**src/rtl/ctms_pkg.sv**
```systemverilog
// Constants, types and register layout for the transmit mailbox status block
// How it works
// RULE_01: Software sets abort; hardware clears on removal.
// RULE_02: Abort write ignored while mailbox is vacant.
// RULE_03: Done flag set when request or abort finishes.
// RULE_04: New request clears done; write-one also clears.
// RULE_05: Success flag shows latest attempt; write-one clears.
// RULE_06: Arbitration-lost flag set on loss; write-one clears.
// RULE_07: Error flag set on failed send; write-one clears.
// RULE_08: All vacant: code names lowest priority mailbox.
// RULE_09: Some vacant: code names next mailbox to send.
// RULE_10: Vacant flag high while mailbox holds nothing.
// RULE_11: Least-priority flag marks lowest waiting mailbox.
// RULE_12: Single waiting mailbox clears all least flags.
// RULE_13: Mailbox 0 flags sit in lowest four bits.
// RULE_14: Zero writes and read-only fields change nothing.
package ctms_pkg;

  localparam int NUM_MBOX = 3;
  localparam int MBOX_W   = 2;
  localparam int ADDR_W   = 8;
  localparam int DATA_W   = 32;
  localparam int FLAG_W   = 4;
  localparam int IRQ_W    = 9;

  // Register offsets
  localparam logic [ADDR_W-1:0] OFS_STATUS   = 8'h08;
  localparam logic [ADDR_W-1:0] OFS_TX_REQ   = 8'h40;
  localparam logic [ADDR_W-1:0] OFS_CTRL     = 8'h44;
  localparam logic [ADDR_W-1:0] OFS_IRQ_STAT = 8'h48;
  localparam logic [ADDR_W-1:0] OFS_IRQ_MASK = 8'h4C;

  // Status word layout, one byte lane per mailbox
  localparam int MBOX_STRIDE = 8;
  localparam int BIT_DONE    = 0;
  localparam int BIT_OK      = 1;
  localparam int BIT_ARB     = 2;
  localparam int BIT_ERR     = 3;
  localparam int BIT_ABORT   = 7;
  localparam int FREE_LSB    = 24;
  localparam int VACANT_LSB  = 26;
  localparam int LEAST_LSB   = 29;

  // Control and interrupt layout
  localparam int CTRL_NO_RETRY   = 0;
  localparam int CTRL_ORDER_PRIO = 1;
  localparam int CTRL_W          = 2;
  localparam int IRQ_DONE_LSB    = 0;
  localparam int IRQ_ARB_LSB     = 3;
  localparam int IRQ_ERR_LSB     = 6;

  // Reset values
  localparam logic [FLAG_W-1:0]   FLAGS_RST = 4'h0;
  localparam logic [CTRL_W-1:0]   CTRL_RST  = 2'h0;
  localparam logic [IRQ_W-1:0]    IRQ_RST   = 9'h000;
  localparam logic [DATA_W-1:0]   DATA_ZERO = 32'h0000_0000;

  typedef enum logic [1:0] {
    CTMS_RES_OK  = 2'h0,
    CTMS_RES_ARB = 2'h1,
    CTMS_RES_ERR = 2'h3
  } ctms_result_t;

  typedef enum logic [1:0] {
    CTMS_MB_IDLE   = 2'h0,
    CTMS_MB_PEND   = 2'h1,
    CTMS_MB_ACTIVE = 2'h3
  } ctms_mb_state_t;

  // Outcome of one transmit attempt reported by the protocol engine
  typedef struct packed {
    logic              valid;
    logic [MBOX_W-1:0] mbox;
    ctms_result_t      result;
  } ctms_eng_evt_t;

  // Engine picking up a mailbox for the bus
  typedef struct packed {
    logic              valid;
    logic [MBOX_W-1:0] mbox;
  } ctms_eng_start_t;

endpackage

```
**src/rtl/ctms_top.sv**
```systemverilog
// Transmit mailbox status block: register port, mailbox slots, ranking, interrupt
`timescale 1ns/10ps
`default_nettype none
module ctms_top #(
  parameter int KEY_W = 29
) (
  // Clock and reset
  input  wire logic                                            clk_i,
  input  wire logic                                            rst_i,
  // Register port
  input  wire logic [ctms_pkg::ADDR_W-1:0]                     addr_i,
  input  wire logic [ctms_pkg::DATA_W-1:0]                     wdata_i,
  input  wire logic                                            wr_i,
  input  wire logic                                            rd_i,
  output logic      [ctms_pkg::DATA_W-1:0]                     rdata_o,
  // Mailbox priority keys
  input  wire logic [ctms_pkg::NUM_MBOX-1:0][KEY_W-1:0]        key_i,
  // Protocol engine
  input  wire ctms_pkg::ctms_eng_start_t                       eng_start_i,
  input  wire ctms_pkg::ctms_eng_evt_t                         eng_evt_i,
  output logic      [ctms_pkg::NUM_MBOX-1:0]                   eng_pending_o,
  output logic      [ctms_pkg::MBOX_W-1:0]                     eng_next_o,
  output logic      [ctms_pkg::NUM_MBOX-1:0]                   eng_abort_o,
  // Interrupt
  output logic                                                 irq_o
);
  import ctms_pkg::*;

  logic                               wr_status;
  logic                               wr_req;
  logic                               wr_ctrl;
  logic                               wr_mask;
  logic                               rd_irq;
  logic [CTRL_W-1:0]                  ctrl;
  logic [IRQ_W-1:0]                   irq_stat;
  logic [IRQ_W-1:0]                   irq_mask;
  logic [IRQ_W-1:0]                   irq_set;
  logic [NUM_MBOX-1:0]                pending;
  logic [NUM_MBOX-1:0]                abort;
  logic [NUM_MBOX-1:0][FLAG_W-1:0]    flags;
  logic [NUM_MBOX-1:0]                done_evt;
  logic [NUM_MBOX-1:0]                arb_evt;
  logic [NUM_MBOX-1:0]                err_evt;
  logic [NUM_MBOX-1:0]                req;
  logic [NUM_MBOX-1:0]                vacant;
  logic [NUM_MBOX-1:0][NUM_MBOX-1:0]  older;
  logic [NUM_MBOX-1:0]                pend_last;
  logic [MBOX_W-1:0]                  pend_first_num;
  logic [MBOX_W-1:0]                  all_last_num;
  logic [NUM_MBOX-1:0]                send_mask;
  logic [NUM_MBOX-1:0]                least;
  logic [MBOX_W-1:0]                  free_code;
  logic                               multi_pending;
  logic [DATA_W-1:0]                  status_word;
  logic [DATA_W-1:0]                  next_rdata;

  // Address decode
  assign wr_status = wr_i && (addr_i == OFS_STATUS);
  assign wr_req    = wr_i && (addr_i == OFS_TX_REQ);
  assign wr_ctrl   = wr_i && (addr_i == OFS_CTRL);
  assign wr_mask   = wr_i && (addr_i == OFS_IRQ_MASK);
  assign rd_irq    = rd_i && (addr_i == OFS_IRQ_STAT);

  assign vacant = ~pending;

  // Mailbox slots
  for (genvar i = 0; i < NUM_MBOX; i++) begin : g_slot
    logic [FLAG_W-1:0] clr;
    logic              start;
    logic              evt;

    // Only ones in the flag nibble clear; zeros leave flags alone
    assign clr   = wr_status ? wdata_i[i*MBOX_STRIDE +: FLAG_W] : '0; // RULE_14
    assign req[i] = wr_req && wdata_i[i];
    assign start = eng_start_i.valid && (eng_start_i.mbox == MBOX_W'(i));
    assign evt   = eng_evt_i.valid && (eng_evt_i.mbox == MBOX_W'(i));

    ctms_slot u_slot (
      .clk_i      (clk_i),
      .rst_i      (rst_i),
      .req_i      (req[i]),
      .abort_wr_i (wr_status && wdata_i[i*MBOX_STRIDE + BIT_ABORT]), // RULE_01
      .clr_i      (clr),
      .no_retry_i (ctrl[CTRL_NO_RETRY]),
      .start_i    (start),
      .evt_i      (evt),
      .res_i      (eng_evt_i.result),
      .pending_o  (pending[i]),
      .abort_o    (abort[i]),
      .flags_o    (flags[i]),
      .done_evt_o (done_evt[i]),
      .arb_evt_o  (arb_evt[i]),
      .err_evt_o  (err_evt[i])
    );

    // Mailbox 0 lands in bits 3:0 since its lane starts at zero
    assign status_word[i*MBOX_STRIDE +: FLAG_W] = flags[i]; // RULE_13
    assign status_word[i*MBOX_STRIDE + FLAG_W +: BIT_ABORT - FLAG_W] = '0;
    assign status_word[i*MBOX_STRIDE + BIT_ABORT] = abort[i];
    assign status_word[VACANT_LSB + i] = vacant[i]; // RULE_10
    assign status_word[LEAST_LSB + i] = least[i];
  end

  assign status_word[FREE_LSB +: MBOX_W] = free_code;

  // Request order, for order-based priority: older[a][b] means a came first
  always_ff @(posedge clk_i or posedge rst_i) begin
    if (rst_i) begin
      older <= '0;
    end else begin
      for (int a = 0; a < NUM_MBOX; a++) begin
        for (int b = 0; b < NUM_MBOX; b++) begin
          if (a != b) begin
            if (req[a] && vacant[a] && req[b] && vacant[b]) begin
              older[a][b] <= (a < b);
            end else if (req[b] && vacant[b]) begin
              older[a][b] <= 1'b1;
            end else if (req[a] && vacant[a]) begin
              older[a][b] <= 1'b0;
            end
          end
        end
      end
    end
  end

  // Ranking among waiting mailboxes
  ctms_prio #(
    .KEY_W (KEY_W)
  ) u_prio_pend (
    .mask_i       (pending),
    .key_i        (key_i),
    .order_mode_i (ctrl[CTRL_ORDER_PRIO]),
    .older_i      (older),
    .first_o      (),
    .last_o       (pend_last),
    .first_num_o  (pend_first_num),
    .last_num_o   ()
  );

  // Ranking across all mailboxes, used only when none is waiting
  ctms_prio #(
    .KEY_W (KEY_W)
  ) u_prio_all (
    .mask_i       ({NUM_MBOX{1'b1}}),
    .key_i        (key_i),
    .order_mode_i (ctrl[CTRL_ORDER_PRIO]),
    .older_i      (older),
    .first_o      (),
    .last_o       (),
    .first_num_o  (),
    .last_num_o   (all_last_num)
  );

  always_comb begin
    multi_pending = 1'b0;
    for (int k = 0; k < NUM_MBOX; k++) begin
      for (int m = k + 1; m < NUM_MBOX; m++) begin
        if (pending[k] && pending[m]) begin
          multi_pending = 1'b1;
        end
      end
    end
  end

  assign least = multi_pending ? pend_last : '0; // RULE_11 RULE_12

  // With any mailbox waiting the code just tracks the next to send
  always_comb begin
    if (&vacant) begin
      free_code = all_last_num; // RULE_08
    end else begin
      free_code = pend_first_num; // RULE_09
    end
  end

  // Engine view: aborted mailboxes are not offered for a fresh start
  assign send_mask     = pending & ~abort;
  assign eng_pending_o = send_mask;
  assign eng_abort_o   = abort;
  assign eng_next_o    = pend_first_num;

  // Control register
  always_ff @(posedge clk_i or posedge rst_i) begin
    if (rst_i) begin
      ctrl <= CTRL_RST;
    end else if (wr_ctrl) begin
      ctrl <= wdata_i[CTRL_W-1:0];
    end
  end

  // Interrupt status: sticky, cleared by reading it, a new event wins
  assign irq_set = {err_evt, arb_evt, done_evt};

  always_ff @(posedge clk_i or posedge rst_i) begin
    if (rst_i) begin
      irq_stat <= IRQ_RST;
    end else if (rd_irq) begin
      irq_stat <= irq_set;
    end else begin
      irq_stat <= irq_stat | irq_set;
    end
  end

  always_ff @(posedge clk_i or posedge rst_i) begin
    if (rst_i) begin
      irq_mask <= IRQ_RST;
    end else if (wr_mask) begin
      irq_mask <= wdata_i[IRQ_W-1:0];
    end
  end

  assign irq_o = |(irq_stat & irq_mask);

  // Read mux; unmapped offsets read as zero
  always_comb begin
    next_rdata = DATA_ZERO;
    if (rd_i) begin
      case (addr_i)
        OFS_STATUS: begin
          next_rdata = status_word;
        end
        OFS_CTRL: begin
          next_rdata[CTRL_W-1:0] = ctrl;
        end
        OFS_IRQ_STAT: begin
          next_rdata[IRQ_W-1:0] = irq_stat;
        end
        OFS_IRQ_MASK: begin
          next_rdata[IRQ_W-1:0] = irq_mask;
        end
        OFS_TX_REQ: begin
          next_rdata[NUM_MBOX-1:0] = pending;
        end
        default: begin
          next_rdata = DATA_ZERO;
        end
      endcase
    end
  end

  // Data stands only in the cycle after the read strobe
  always_ff @(posedge clk_i or posedge rst_i) begin
    if (rst_i) begin
      rdata_o <= DATA_ZERO;
    end else begin
      rdata_o <= next_rdata;
    end
  end

endmodule // ctms_top
`default_nettype wire

```
**src/rtl/ctms_prio.sv**
```systemverilog
// Priority ranking of a set of mailboxes: first to send and last to send
`timescale 1ns/10ps
`default_nettype none
module ctms_prio #(
  parameter int KEY_W = 29
) (
  // Candidates and their keys
  input  wire logic [ctms_pkg::NUM_MBOX-1:0]                  mask_i,
  input  wire logic [ctms_pkg::NUM_MBOX-1:0][KEY_W-1:0]       key_i,
  input  wire logic                                           order_mode_i,
  input  wire logic [ctms_pkg::NUM_MBOX-1:0][ctms_pkg::NUM_MBOX-1:0] older_i,
  // Ranking
  output logic      [ctms_pkg::NUM_MBOX-1:0]                  first_o,
  output logic      [ctms_pkg::NUM_MBOX-1:0]                  last_o,
  output logic      [ctms_pkg::MBOX_W-1:0]                    first_num_o,
  output logic      [ctms_pkg::MBOX_W-1:0]                    last_num_o
);
  import ctms_pkg::*;

  logic [NUM_MBOX-1:0][NUM_MBOX-1:0] ahead;
  logic [NUM_MBOX-1:0][NUM_MBOX-1:0] beats;
  logic [NUM_MBOX-1:0][NUM_MBOX-1:0] loses;

  // Lower key wins; equal keys go to the lower mailbox number
  for (genvar i = 0; i < NUM_MBOX; i++) begin : g_row
    for (genvar j = 0; j < NUM_MBOX; j++) begin : g_col
      if (i == j) begin : g_self
        assign ahead[i][j] = 1'b0;
        assign beats[i][j] = 1'b1;
        assign loses[i][j] = 1'b1;
      end else begin : g_pair
        if (i < j) begin : g_low
          assign ahead[i][j] = order_mode_i ? older_i[i][j] : (key_i[i] <= key_i[j]);
        end else begin : g_high
          assign ahead[i][j] = order_mode_i ? older_i[i][j] : (key_i[i] < key_i[j]);
        end
        assign beats[i][j] = ahead[i][j] | ~mask_i[j];
        assign loses[i][j] = ahead[j][i] | ~mask_i[j];
      end
    end
    assign first_o[i] = mask_i[i] & (&beats[i]);
    assign last_o[i]  = mask_i[i] & (&loses[i]);
  end

  always_comb begin
    first_num_o = '0;
    last_num_o  = '0;
    for (int k = 0; k < NUM_MBOX; k++) begin
      if (first_o[k]) begin
        first_num_o = MBOX_W'(k);
      end
      if (last_o[k]) begin
        last_num_o = MBOX_W'(k);
      end
    end
  end

endmodule // ctms_prio
`default_nettype wire

```
**src/rtl/ctms_slot.sv**
```systemverilog
// One transmit mailbox: occupancy state, abort bit and its four status flags
`timescale 1ns/10ps
`default_nettype none
module ctms_slot (
  // Clock and reset
  input  wire logic                          clk_i,
  input  wire logic                          rst_i,
  // Software side
  input  wire logic                          req_i,
  input  wire logic                          abort_wr_i,
  input  wire logic [ctms_pkg::FLAG_W-1:0]   clr_i,
  input  wire logic                          no_retry_i,
  // Engine side
  input  wire logic                          start_i,
  input  wire logic                          evt_i,
  input  wire ctms_pkg::ctms_result_t        res_i,
  // State and flags
  output logic                               pending_o,
  output logic                               abort_o,
  output logic      [ctms_pkg::FLAG_W-1:0]   flags_o,
  output logic                               done_evt_o,
  output logic                               arb_evt_o,
  output logic                               err_evt_o
);
  import ctms_pkg::*;

  ctms_mb_state_t state;
  ctms_mb_state_t next_state;
  logic           complete;
  logic           good;
  logic           failed;
  logic           accept;

  assign accept    = req_i && (state == CTMS_MB_IDLE);
  assign arb_evt_o = evt_i && (state == CTMS_MB_ACTIVE) && (res_i == CTMS_RES_ARB);
  assign err_evt_o = evt_i && (state == CTMS_MB_ACTIVE) && (res_i == CTMS_RES_ERR);
  assign failed    = arb_evt_o || err_evt_o || ((state == CTMS_MB_PEND) && abort_o);
  assign done_evt_o = complete;
  assign pending_o = (state != CTMS_MB_IDLE);

  // A frame already on the bus cannot be pulled; abort waits for its outcome
  always_comb begin
    next_state = state;
    complete   = 1'b0;
    good       = 1'b0;
    case (state)
      CTMS_MB_IDLE: begin
        if (req_i) begin
          next_state = CTMS_MB_PEND;
        end
      end
      CTMS_MB_PEND: begin
        if (abort_o) begin
          next_state = CTMS_MB_IDLE; // RULE_01
          complete   = 1'b1;
        end else if (start_i) begin
          next_state = CTMS_MB_ACTIVE;
        end
      end
      CTMS_MB_ACTIVE: begin
        if (evt_i) begin
          if (res_i == CTMS_RES_OK) begin
            next_state = CTMS_MB_IDLE;
            complete   = 1'b1;
            good       = 1'b1;
          end else if (no_retry_i || abort_o) begin
            next_state = CTMS_MB_IDLE;
            complete   = 1'b1;
          end else begin
            next_state = CTMS_MB_PEND;
          end
        end
      end
      default: begin
        next_state = CTMS_MB_IDLE;
      end
    endcase
  end

  always_ff @(posedge clk_i or posedge rst_i) begin
    if (rst_i) begin
      state <= CTMS_MB_IDLE;
    end else begin
      state <= next_state;
    end
  end

  always_ff @(posedge clk_i or posedge rst_i) begin
    if (rst_i) begin
      abort_o <= 1'b0;
    end else if (next_state == CTMS_MB_IDLE) begin
      abort_o <= 1'b0; // RULE_01
    end else if (abort_wr_i && pending_o) begin
      abort_o <= 1'b1; // RULE_02
    end
  end

  // Hardware set wins over a write-one clear in the same cycle
  always_ff @(posedge clk_i or posedge rst_i) begin
    if (rst_i) begin
      flags_o <= FLAGS_RST;
    end else begin
      if (complete) begin
        flags_o[BIT_DONE] <= 1'b1; // RULE_03
      end else if (accept || clr_i[BIT_DONE]) begin
        flags_o[BIT_DONE] <= 1'b0; // RULE_04
      end
      if (good) begin
        flags_o[BIT_OK] <= 1'b1; // RULE_05
      end else if (failed || clr_i[BIT_OK]) begin
        flags_o[BIT_OK] <= 1'b0; // RULE_05
      end
      if (arb_evt_o) begin
        flags_o[BIT_ARB] <= 1'b1; // RULE_06
      end else if (clr_i[BIT_ARB]) begin
        flags_o[BIT_ARB] <= 1'b0; // RULE_06
      end
      if (err_evt_o) begin
        flags_o[BIT_ERR] <= 1'b1; // RULE_07
      end else if (clr_i[BIT_ERR]) begin
        flags_o[BIT_ERR] <= 1'b0; // RULE_07
      end
    end
  end

endmodule // ctms_slot
`default_nettype wire

```
**config.mk**
```make
export PLATFORM = sky130hd
export DESIGN_NAME = ctms_top
export DESIGN_NICKNAME = d
export VERILOG_FILES = /design/src/rtl/ctms_pkg.sv /design/src/rtl/ctms_top.sv /design/src/rtl/ctms_prio.sv /design/src/rtl/ctms_slot.sv
export SDC_FILE = /design/constraint.sdc
export NUM_CORES = 1
export LEC_CHECK = 0
export BUFFER_PORTS_ARGS = -buffer_cell sky130_fd_sc_hd__buf_2
export CAP_MARGIN = 10
export CORE_ASPECT_RATIO = 1.75
export CORE_MARGIN = 1
export CORE_UTILIZATION = 57
export CTS_BUF_LIST = sky130_fd_sc_hd__clkbuf_4
export DETAILED_ROUTE_END_ITERATION = 10
export GPL_TIMING_DRIVEN = 0
export MAX_ROUTING_LAYER = met4
export PLACE_DENSITY = 0.86
export SYNTH_ARGS = -nofsm -noshare
export SYNTH_HDL_FRONTEND = slang
export SYNTH_SLANG_ARGS = --single-unit
```
**constraint.sdc**
```tcl
create_clock -name clk_i -period 6.6 [get_ports clk_i]
set_clock_uncertainty 0.2 [all_clocks]
set_input_delay 0.66 -clock clk_i [delete_from_list [all_inputs] [get_ports clk_i]]
set_output_delay 0.66 -clock clk_i [all_outputs]
set_load 0.05 [all_outputs]
```
==> results.cfg, run 1 <==
[timing]
setup-tns-final_ns = 0
final_min_period_ns = 4.24
max_clock_freq_mhz = 236
timing.hold.ws_ns = 0.193
worstMarginPinSlew_ns = 1.21
final_min_period_over_clock_period_pct = 64.2
max-slew-margin-rel_pct = 18.5
setup_repair_after_global_routing_missed_its_margin = no
final_critical_path_setup_slack_ns = 2.36
final-setup-viol-count = 0
final-hold-violation-count = 0
timing.final.max_slew_violations = 0

[placement]
placed_area_um2 = 6380
placement.setup.worst_slack_ns = 2.40
port_bufs = 158
gpl.final_weighted_congestion = 0.948
final_hpwl_from_detailed_placement_um = 12700
placed_cells = 890

[global_routing]
first_global_vias = 5392
global_route_wire_length_before_repair_um = 24100
grt-ovfl-total = 0
globalRouteTotalUtil_pct = 34.0
grt_max_degree = 74
grt_antenna_before_repair = 1

[detailed_routing]
viasPerCell = 6.01
vias = 5450
dr.first_iter.drc_count = 291
routed_wire_length_per_instance_um = 17.5
first_pass_iters = 5
detail-route-antenna-nets = 0
detail_route.drc_violations = 0
totalWireLength_um = 15900

[power_and_ir_drop]
report.power.total_mw = 1.33
power.switching_mw = 0.463
leakage_power_nw = 3.64
power.combinational.fraction_pct = 31.4
share_clk_of_total_power_pct = 29.6
internal_power_mw = 0.867
worst_ir_drop_vdd_mv = 0.243
seq_power_share_pct = 39.0
p_per_area_nw_per_um2 = 202
power.share.switching_pct = 34.8

[logic_synthesis]
yosys_register_bits = 73
post_synth_instance_area_um2 = 5420
syn_inst = 607
synth_enable_flop_cells = 0
synth-async-reset-ratio_pct = 100
post_synth_num_cell_types = 56
syn-mean-instance-area_um2 = 8.93
synth_flop_cell = dfrtp_1
synth-warning-count = 0
seq_area_frac_synth_pct = 33.7

[floorplan]
floorplan.die_area_um2 = 9920
floorplan.rows = 46
core_um2 = 9150
die_width_um = 75.7
ioPinCount = 180
initial_core_util_pct = 59.2
die_boundary_height_um = 131

[setup_path]
regToRegEndpoint = rdata_o[24]
critical_path.startpoint_type = input port
timing.critical_path.fanout_max = 3
critical_path_required_ns = 5.74
critical_path.max_stage_delay_ns = 0.65
rr_worst_depth = 6
critPathKind = in -> out
reg2reg_slack_ns = 4.19
critical_path.slowest_cell = nor4_1
type_of_element_capturing_the_critical_path = primary output
worstPathCellList = buf_2 -> inv_1 -> ha_1 -> nand4_1 -> nor4_1 -> nand3_1 -> a21boi_0 -> a21oi_1 -> a221oi_1 -> a2111o_1 -> inv_1 -> buf_2
regToRegStartpoint = g_slot[0].u_slot.state[0]
critical_path_arrival_ns = 3.38

[finish]
postLayoutCellArea_um2 = 6600
layout.nets = 1007
layout.cells.non_filler = 907
layout_commonest_cell = buf_2
final_cell_mix = 158 x buf_2, 87 x ha_1, 73 x dfrtp_1
finalCoreUtilization_pct = 72.1
post_route_cells_drive_above_1_share_pct = 26.1
area_added_between_synthesis_and_finish_pct = 21.7

[cts]
cts.repair_timing.setup_buffer_count = 0
max-clock-path-buffers = 2
cts_hold_fix_bufs = 0
cts_tree = yes
root_buffer = clkbuf_4
h-tree-depth = 3
clkTransAtPathRegs_ns = 0.11
worst_skew_pair.late_latency_ns = 0.44
post_cts.resized_instances = 0
cts_sinks = 73
clock_buffers_created_by_tritoncts = 9

[outcome]
status = complete, no violations

[job]
max_cap_violations = 0

[worst_hold_path]
timing.hold.worst.class = in -> async
## worst max-delay path by stage
stage	from	to	slack, ns	depth (start not counted)
after global placement	key_i[80]	eng_next_o[0]	2.50	12
after CTS	key_i[80]	eng_next_o[0]	2.40	12
after detailed placement	key_i[80]	eng_next_o[0]	2.40	12
after global routing	key_i[80]	eng_next_o[0]	2.17	12
after floorplan	key_i[85]	eng_next_o[0]	2.14	10
final	key_i[80]	eng_next_o[0]	2.36	12
## layout make-up
type	instances	area [um2]
clock buffer	9	67.6
clock inverter	7	143
fill	718	2550
sequential	73	1830
buffer	23	124
multi-input combinational	445	3220
antenna	1	2.50
inverter	71	269
timing repair buffer	158	791
tap	120	150
## Yosys cell counts (all sizes together) (2+ instances only)
master | count | share of area, %
a221oi | 3 | 0.48
a211oi | 2 | 0.28
o41a | 2 | 0.42
mux2 | 12 | 2.5
or3 | 3 | 0.35
nor3b | 2 | 0.37
a21oi | 57 | 5.3
a2111oi | 2 | 0.32
nor2 | 29 | 2.0
or2 | 2 | 0.28
nand4 | 20 | 2.4
and3 | 10 | 1.2
a311oi | 3 | 0.48
ha | 87 | 20
clkbuf | 13 | 0.90
buf | 10 | 1.4
a31oi | 4 | 0.46
nand3b | 2 | 0.28
a2111o | 2 | 0.42
nand2 | 59 | 4.1
nand2b | 2 | 0.23
nor4 | 11 | 1.5
nand3 | 25 | 2.4
a22o | 8 | 1.5
o22ai | 3 | 0.35
dfrtp | 73 | 34
a21o | 6 | 0.83
o211ai | 2 | 0.28
a32o | 6 | 1.1
and3b | 2 | 0.32
a22oi | 14 | 1.9
inv | 70 | 4.8
o21a | 3 | 0.42
nor3 | 11 | 1.1
o21ai | 20 | 1.8
a21boi | 7 | 0.97
o21bai | 4 | 0.55
nor2b | 7 | 0.81
## worst max-delay path: cells and delay by family
kind,cells,cell delay (ns)
buf+inv,4,0.45
fa+ha+maj,1,0.30
simple gates,3,1.04
compound gates,4,0.92
## power by group through the flow
stage	clock, mW	combinational [mW]	sequential, mW
6_report	0.393	0.418	0.519
4_1_cts	0.395	0.412	0.516
5_1_grt	0.411	0.460	0.522
2_1_floorplan	0	0.282	0.514
3_5_place_dp	0	0.410	0.525
3_3_place_gp	0	0.393	0.524
## layer usage
layer  up-vias  track usage [%]  part of all wire (%)
met3        83             4.83                   5.8
met2       300             61.3                    55
met4         0             21.2                   5.6
li1       2551                -                     -
met1      2516             32.8                    34
met5         -                -                     0
## state kept, by name, indices dropped and copies added (netlist names)
| signal | count |
|---|---|
| rdata_o | 26 |
| g_slot.u_slot.flags_o | 12 |
| irq_mask | 9 |
| irq_stat | 9 |
| g_slot.u_slot.state | 6 |
| older | 6 |
| g_slot.u_slot.abort_o | 3 |
| ctrl | 2 |
## logic make-up after synthesis
group,count (synthesis),synth area share [%]
DFF,73,33.7
and+or+nand+nor,186,17.5
adders and majority gates,87,20.1
buffers and inverters,94,7.20
other,1,0.0692
AOI/OAI and AO/OA,154,18.9
muxes,12,2.49
Power figures use the tool's default switching activity.
==> run 2, diff against run 1 <==
--- a/config.mk
+++ b/config.mk
@@ -5,16 +5,17 @@
 export SDC_FILE = /design/constraint.sdc
 export NUM_CORES = 1
 export LEC_CHECK = 0
+export ABC_AREA = 1
 export BUFFER_PORTS_ARGS = -buffer_cell sky130_fd_sc_hd__buf_2
 export CAP_MARGIN = 10
 export CORE_ASPECT_RATIO = 1.75
 export CORE_MARGIN = 1
-export CORE_UTILIZATION = 57
+export CORE_UTILIZATION = 49
 export CTS_BUF_LIST = sky130_fd_sc_hd__clkbuf_4
 export DETAILED_ROUTE_END_ITERATION = 10
 export GPL_TIMING_DRIVEN = 0
 export MAX_ROUTING_LAYER = met4
-export PLACE_DENSITY = 0.86
+export PLACE_DENSITY = 0.77
 export SYNTH_ARGS = -nofsm -noshare
 export SYNTH_HDL_FRONTEND = slang
 export SYNTH_SLANG_ARGS = --single-unit
==> constraint.sdc (replaced) <==
create_clock -name clk_i -period 3.65 [get_ports clk_i]
set_clock_uncertainty 0.2 [all_clocks]
set_input_delay 0.365 -clock clk_i [delete_from_list [all_inputs] [get_ports clk_i]]
set_output_delay 0.365 -clock clk_i [all_outputs]
set_load 0.05 [all_outputs]
==> run 2 against run 1 <==
  * The run now ends with DRC left
  * Combinational power increased by 82%
  * Count of clock-buffer cells in the layout grew 2
  * Core utilization decreased by 11 points
  * Die area rose by 26%
  * Sequential share of layout area is 2.2 points lower
  * Global-route usage fell by 8.1 points
  * Setup slack lost 1.6 ns
  * Cell area grew 8.5%
  * Final cell count increased by 24%
  * Synthesized area increased by 8.9%
  * Power up 60%
==> results.cfg, run 2 <==
[detailed_routing]
first_pass_iters = 9
vias = 5707
routed_wire_length_per_instance_um = 13.7
totalWireLength_um = 15500
detail_route.drc_violations = 14
dr.first_iter.drc_count = 127
viasPerCell = 5.07
detail-route-antenna-nets = 0

[outcome]
failing_checks = DRC
status = finished, violations left

[setup_path]
critical_path.max_stage_delay_ns = 0.45
cp_num_cells = 8
critical_path.startpoint_type = flip-flop
cp-endpoint = eng_next_o[0]
path_delay_family = simple AND/OR/NAND/NOR gates
regToRegStartpoint = g_slot[0].u_slot.state[0]
worstPathCellList = nor2_1 -> inv_1 -> nand3_1 -> nand2_1 -> inv_1 -> nand2_1 -> nor2_2 -> buf_2
timing.critical_path.fanout_max = 9
type_of_element_capturing_the_critical_path = primary output
rr_worst_depth = 8
critPathKind = reg -> out
timing.critical_path.from = g_slot[0].u_slot.state[0]
regToRegEndpoint = rdata_o[24]
reg2reg_slack_ns = 1.60
critical_path_arrival_ns = 2.33
critical_path.slowest_cell = dfrtp_1
critical_path_buf_inv_count = 3
critical_path_required_ns = 3.08

[power_and_ir_drop]
power.combinational.fraction_pct = 35.6
seq_power_share_pct = 41.4
leakage_power_nw = 4.31
worst_ir_drop_vdd_mv = 0.371
share_clk_of_total_power_pct = 23.1
report.power.total_mw = 2.13
p_per_area_nw_per_um2 = 298
internal_power_mw = 1.32
power.share.switching_pct = 38.1
power.switching_mw = 0.813

[finish]
layout.filler_cells = 1100
layout_commonest_cell = nand2_1
reg.largest.list = rdata_o: 26 flops, g_slot.u_slot.flags_o: 12 flops
area_added_between_synthesis_and_finish_pct = 21.3
post_route_cells_drive_above_1_share_pct = 24.2
max_flop_register = rdata_o
final_cell_mix = 216 x nand2_1, 160 x buf_2, 140 x inv_1
largest_register_ffs = 26
multiInputGateArea_um2 = 3410
layout.nets = 1211
regArea_um2 = 1830

[placement]
port_bufs = 159
gpl.final_weighted_congestion = 0.902
final_hpwl_from_detailed_placement_um = 12900

[logic_synthesis]
seq_area_frac_synth_pct = 30.9
post-synth-top-count-cell = nand2_1
portion_of_synthesized_cell_area_occupied_by_the_leading_cell_type_pct = 30.9
synth-warning-count = 0
post_synth_num_cell_types = 50
syn_inst = 798
ys_top_cells_by_count = 216 x nand2_1, 141 x inv_1, 87 x ha_1
synth-async-reset-ratio_pct = 100
syn-mean-instance-area_um2 = 7.40
synth_enable_flop_cells = 0
post_synth_main_area_contributors = dfrtp_1 31%, ha_1 18%, nand2_1 14%, inv_1 9.0%, nor2_1 4.2%
synth_flop_cell = dfrtp_1
post_synth_instance_area_um2 = 5900
yosys_register_bits = 73
yosysTopAreaCell = dfrtp_1

[global_routing]
globalRouteTotalUtil_pct = 25.9
grt-ovfl-total = 0
grt_max_degree = 74
first_global_vias = 5538
grt_antenna_before_repair = 1
global_route_wire_length_before_repair_um = 24700

[cts]
worst_skew_pair.late_latency_ns = 0.43
cts_sinks = 73
h-tree-depth = 3
max-clock-path-buffers = 2
cts.repair_timing.setup_buffer_count = 0
clkTransAtPathRegs_ns = 0.11
post_cts.resized_instances = 0
clock_buffers_created_by_tritoncts = 9
root_buffer = clkbuf_4
cts_tree = yes

[timing]
final_min_period_ns = 2.89
setup-tns-final_ns = 0
final_min_period_over_clock_period_pct = 79.3
final-hold-violation-count = 0
max-slew-margin-rel_pct = 61.6
setup_repair_after_global_routing_missed_its_margin = no
worstMarginPinSlew_ns = 0.577
max_clock_freq_mhz = 346
timing.final.max_slew_violations = 0
final-setup-viol-count = 0

[floorplan]
die_width_um = 85.0
floorplan.rows = 52
floorplan.die_area_um2 = 12500
die_boundary_height_um = 147
ioPinCount = 180
core_um2 = 11600
initial_core_util_pct = 50.7

[job]
max_cap_violations = 0

[worst_hold_path]
timing.hold.worst.class = in -> reg
timing.hold.worst_path_depth = 3
==> run 2: cell types whose count changed in the layout (fill, tap and decap cells not counted), moves of 13 or more <==
cell	delta
nand2_1	+157
nor2_1	+37
a22oi_1	-13
inv_1	+71
a21oi_1	-15
nand4_1	-15
==> run 2: worst min-delay path by stage <==
stage	startpoint	to	slack [ns]
6_report	wdata_i[23]	g_slot[2].u_slot.abort_o	0.01
5_1_grt	wdata_i[7]	irq_mask[7]	0.02
4_1_cts	wdata_i[23]	g_slot[2].u_slot.abort_o	0.0006
3_5_place_dp	older[5]	older[5]	0.26
3_3_place_gp	older[5]	older[5]	0.25
2_1_floorplan	g_slot[1].u_slot.flags_o[2]	g_slot[1].u_slot.flags_o[2]	0.24
==> run 2: repair_timing <==
action / CTS / global route
hold buffers: 11 / 0
endpoints found under the hold margin: 82 / 0
endpoints found under the setup margin: 0 / 0
==> run 2: layout make-up <==
type                       count  area share (%)
antenna                        1          0.0350
buffer                        14            1.49
clock buffer                  11            1.15
clock inverter                 5           0.647
inverter                     155            8.18
multi-input combinational    561            47.6
sequential                    73            25.5
tap                          135            2.36
timing repair buffer         171            13.0
==> run 2: power groups by stage <==
stage | sequential, mW | combinational [mW] | clock, mW
after floorplan | 0.888 | 0.516 | 0
after global placement | 0.895 | 0.735 | 0
after detailed placement | 0.896 | 0.750 | 0
after CTS | 0.880 | 0.763 | 0.496
after global routing | 0.887 | 0.852 | 0.524
final | 0.882 | 0.759 | 0.491
==> run 2: logic make-up after synthesis <==
family	count (synthesis)	share of synthesized area (%)
other	1	0.0635
buffers and inverters	169	11.7
AOI/OAI and AO/OA	107	11.1
DFF	73	30.9
and+or+nand+nor	357	26.8
muxes	4	1.02
adders and majority gates	87	18.4
==> run 2: per-layer routing <==
layer  up-vias  wire length, um  global-route usage [%]  part of all wire, %
met1      2581             5410                    24.0                   35
li1       2918                -                       -                    -
met3        36              552                    2.36                  3.6
met2       172             8990                    52.4                   58
met5         -                0                       -                    0
met4         0              496                    10.5                  3.2
==> run 2: worst reg2reg max path: cells and delay by family, from the launching register on <==
kind / cells / cell delay (ns)
DFF: 1 / 0.45
and+or+nand+nor: 7 / 1.02
buffers and inverters: 1 / 0.31
==> run 2: stage by stage <==
stage / hold slack (ns) / util, % / area [um2] / cells / setup WS [ns]
after floorplan: 0.241 / - / 5920 / 803 / 1.13
after global placement: 0.254 / 59.1 / 6890 / 1097 / 0.364
after detailed placement: 0.260 / 59.4 / 6920 / 1098 / 0.790
after CTS: 0.000573 / 61.5 / 7160 / 1125 / 0.761
after global routing: 0.0194 / 61.5 / 7160 / 1126 / 0.620
final: 0.0114 / 61.5 / 7160 / 1126 / 0.757
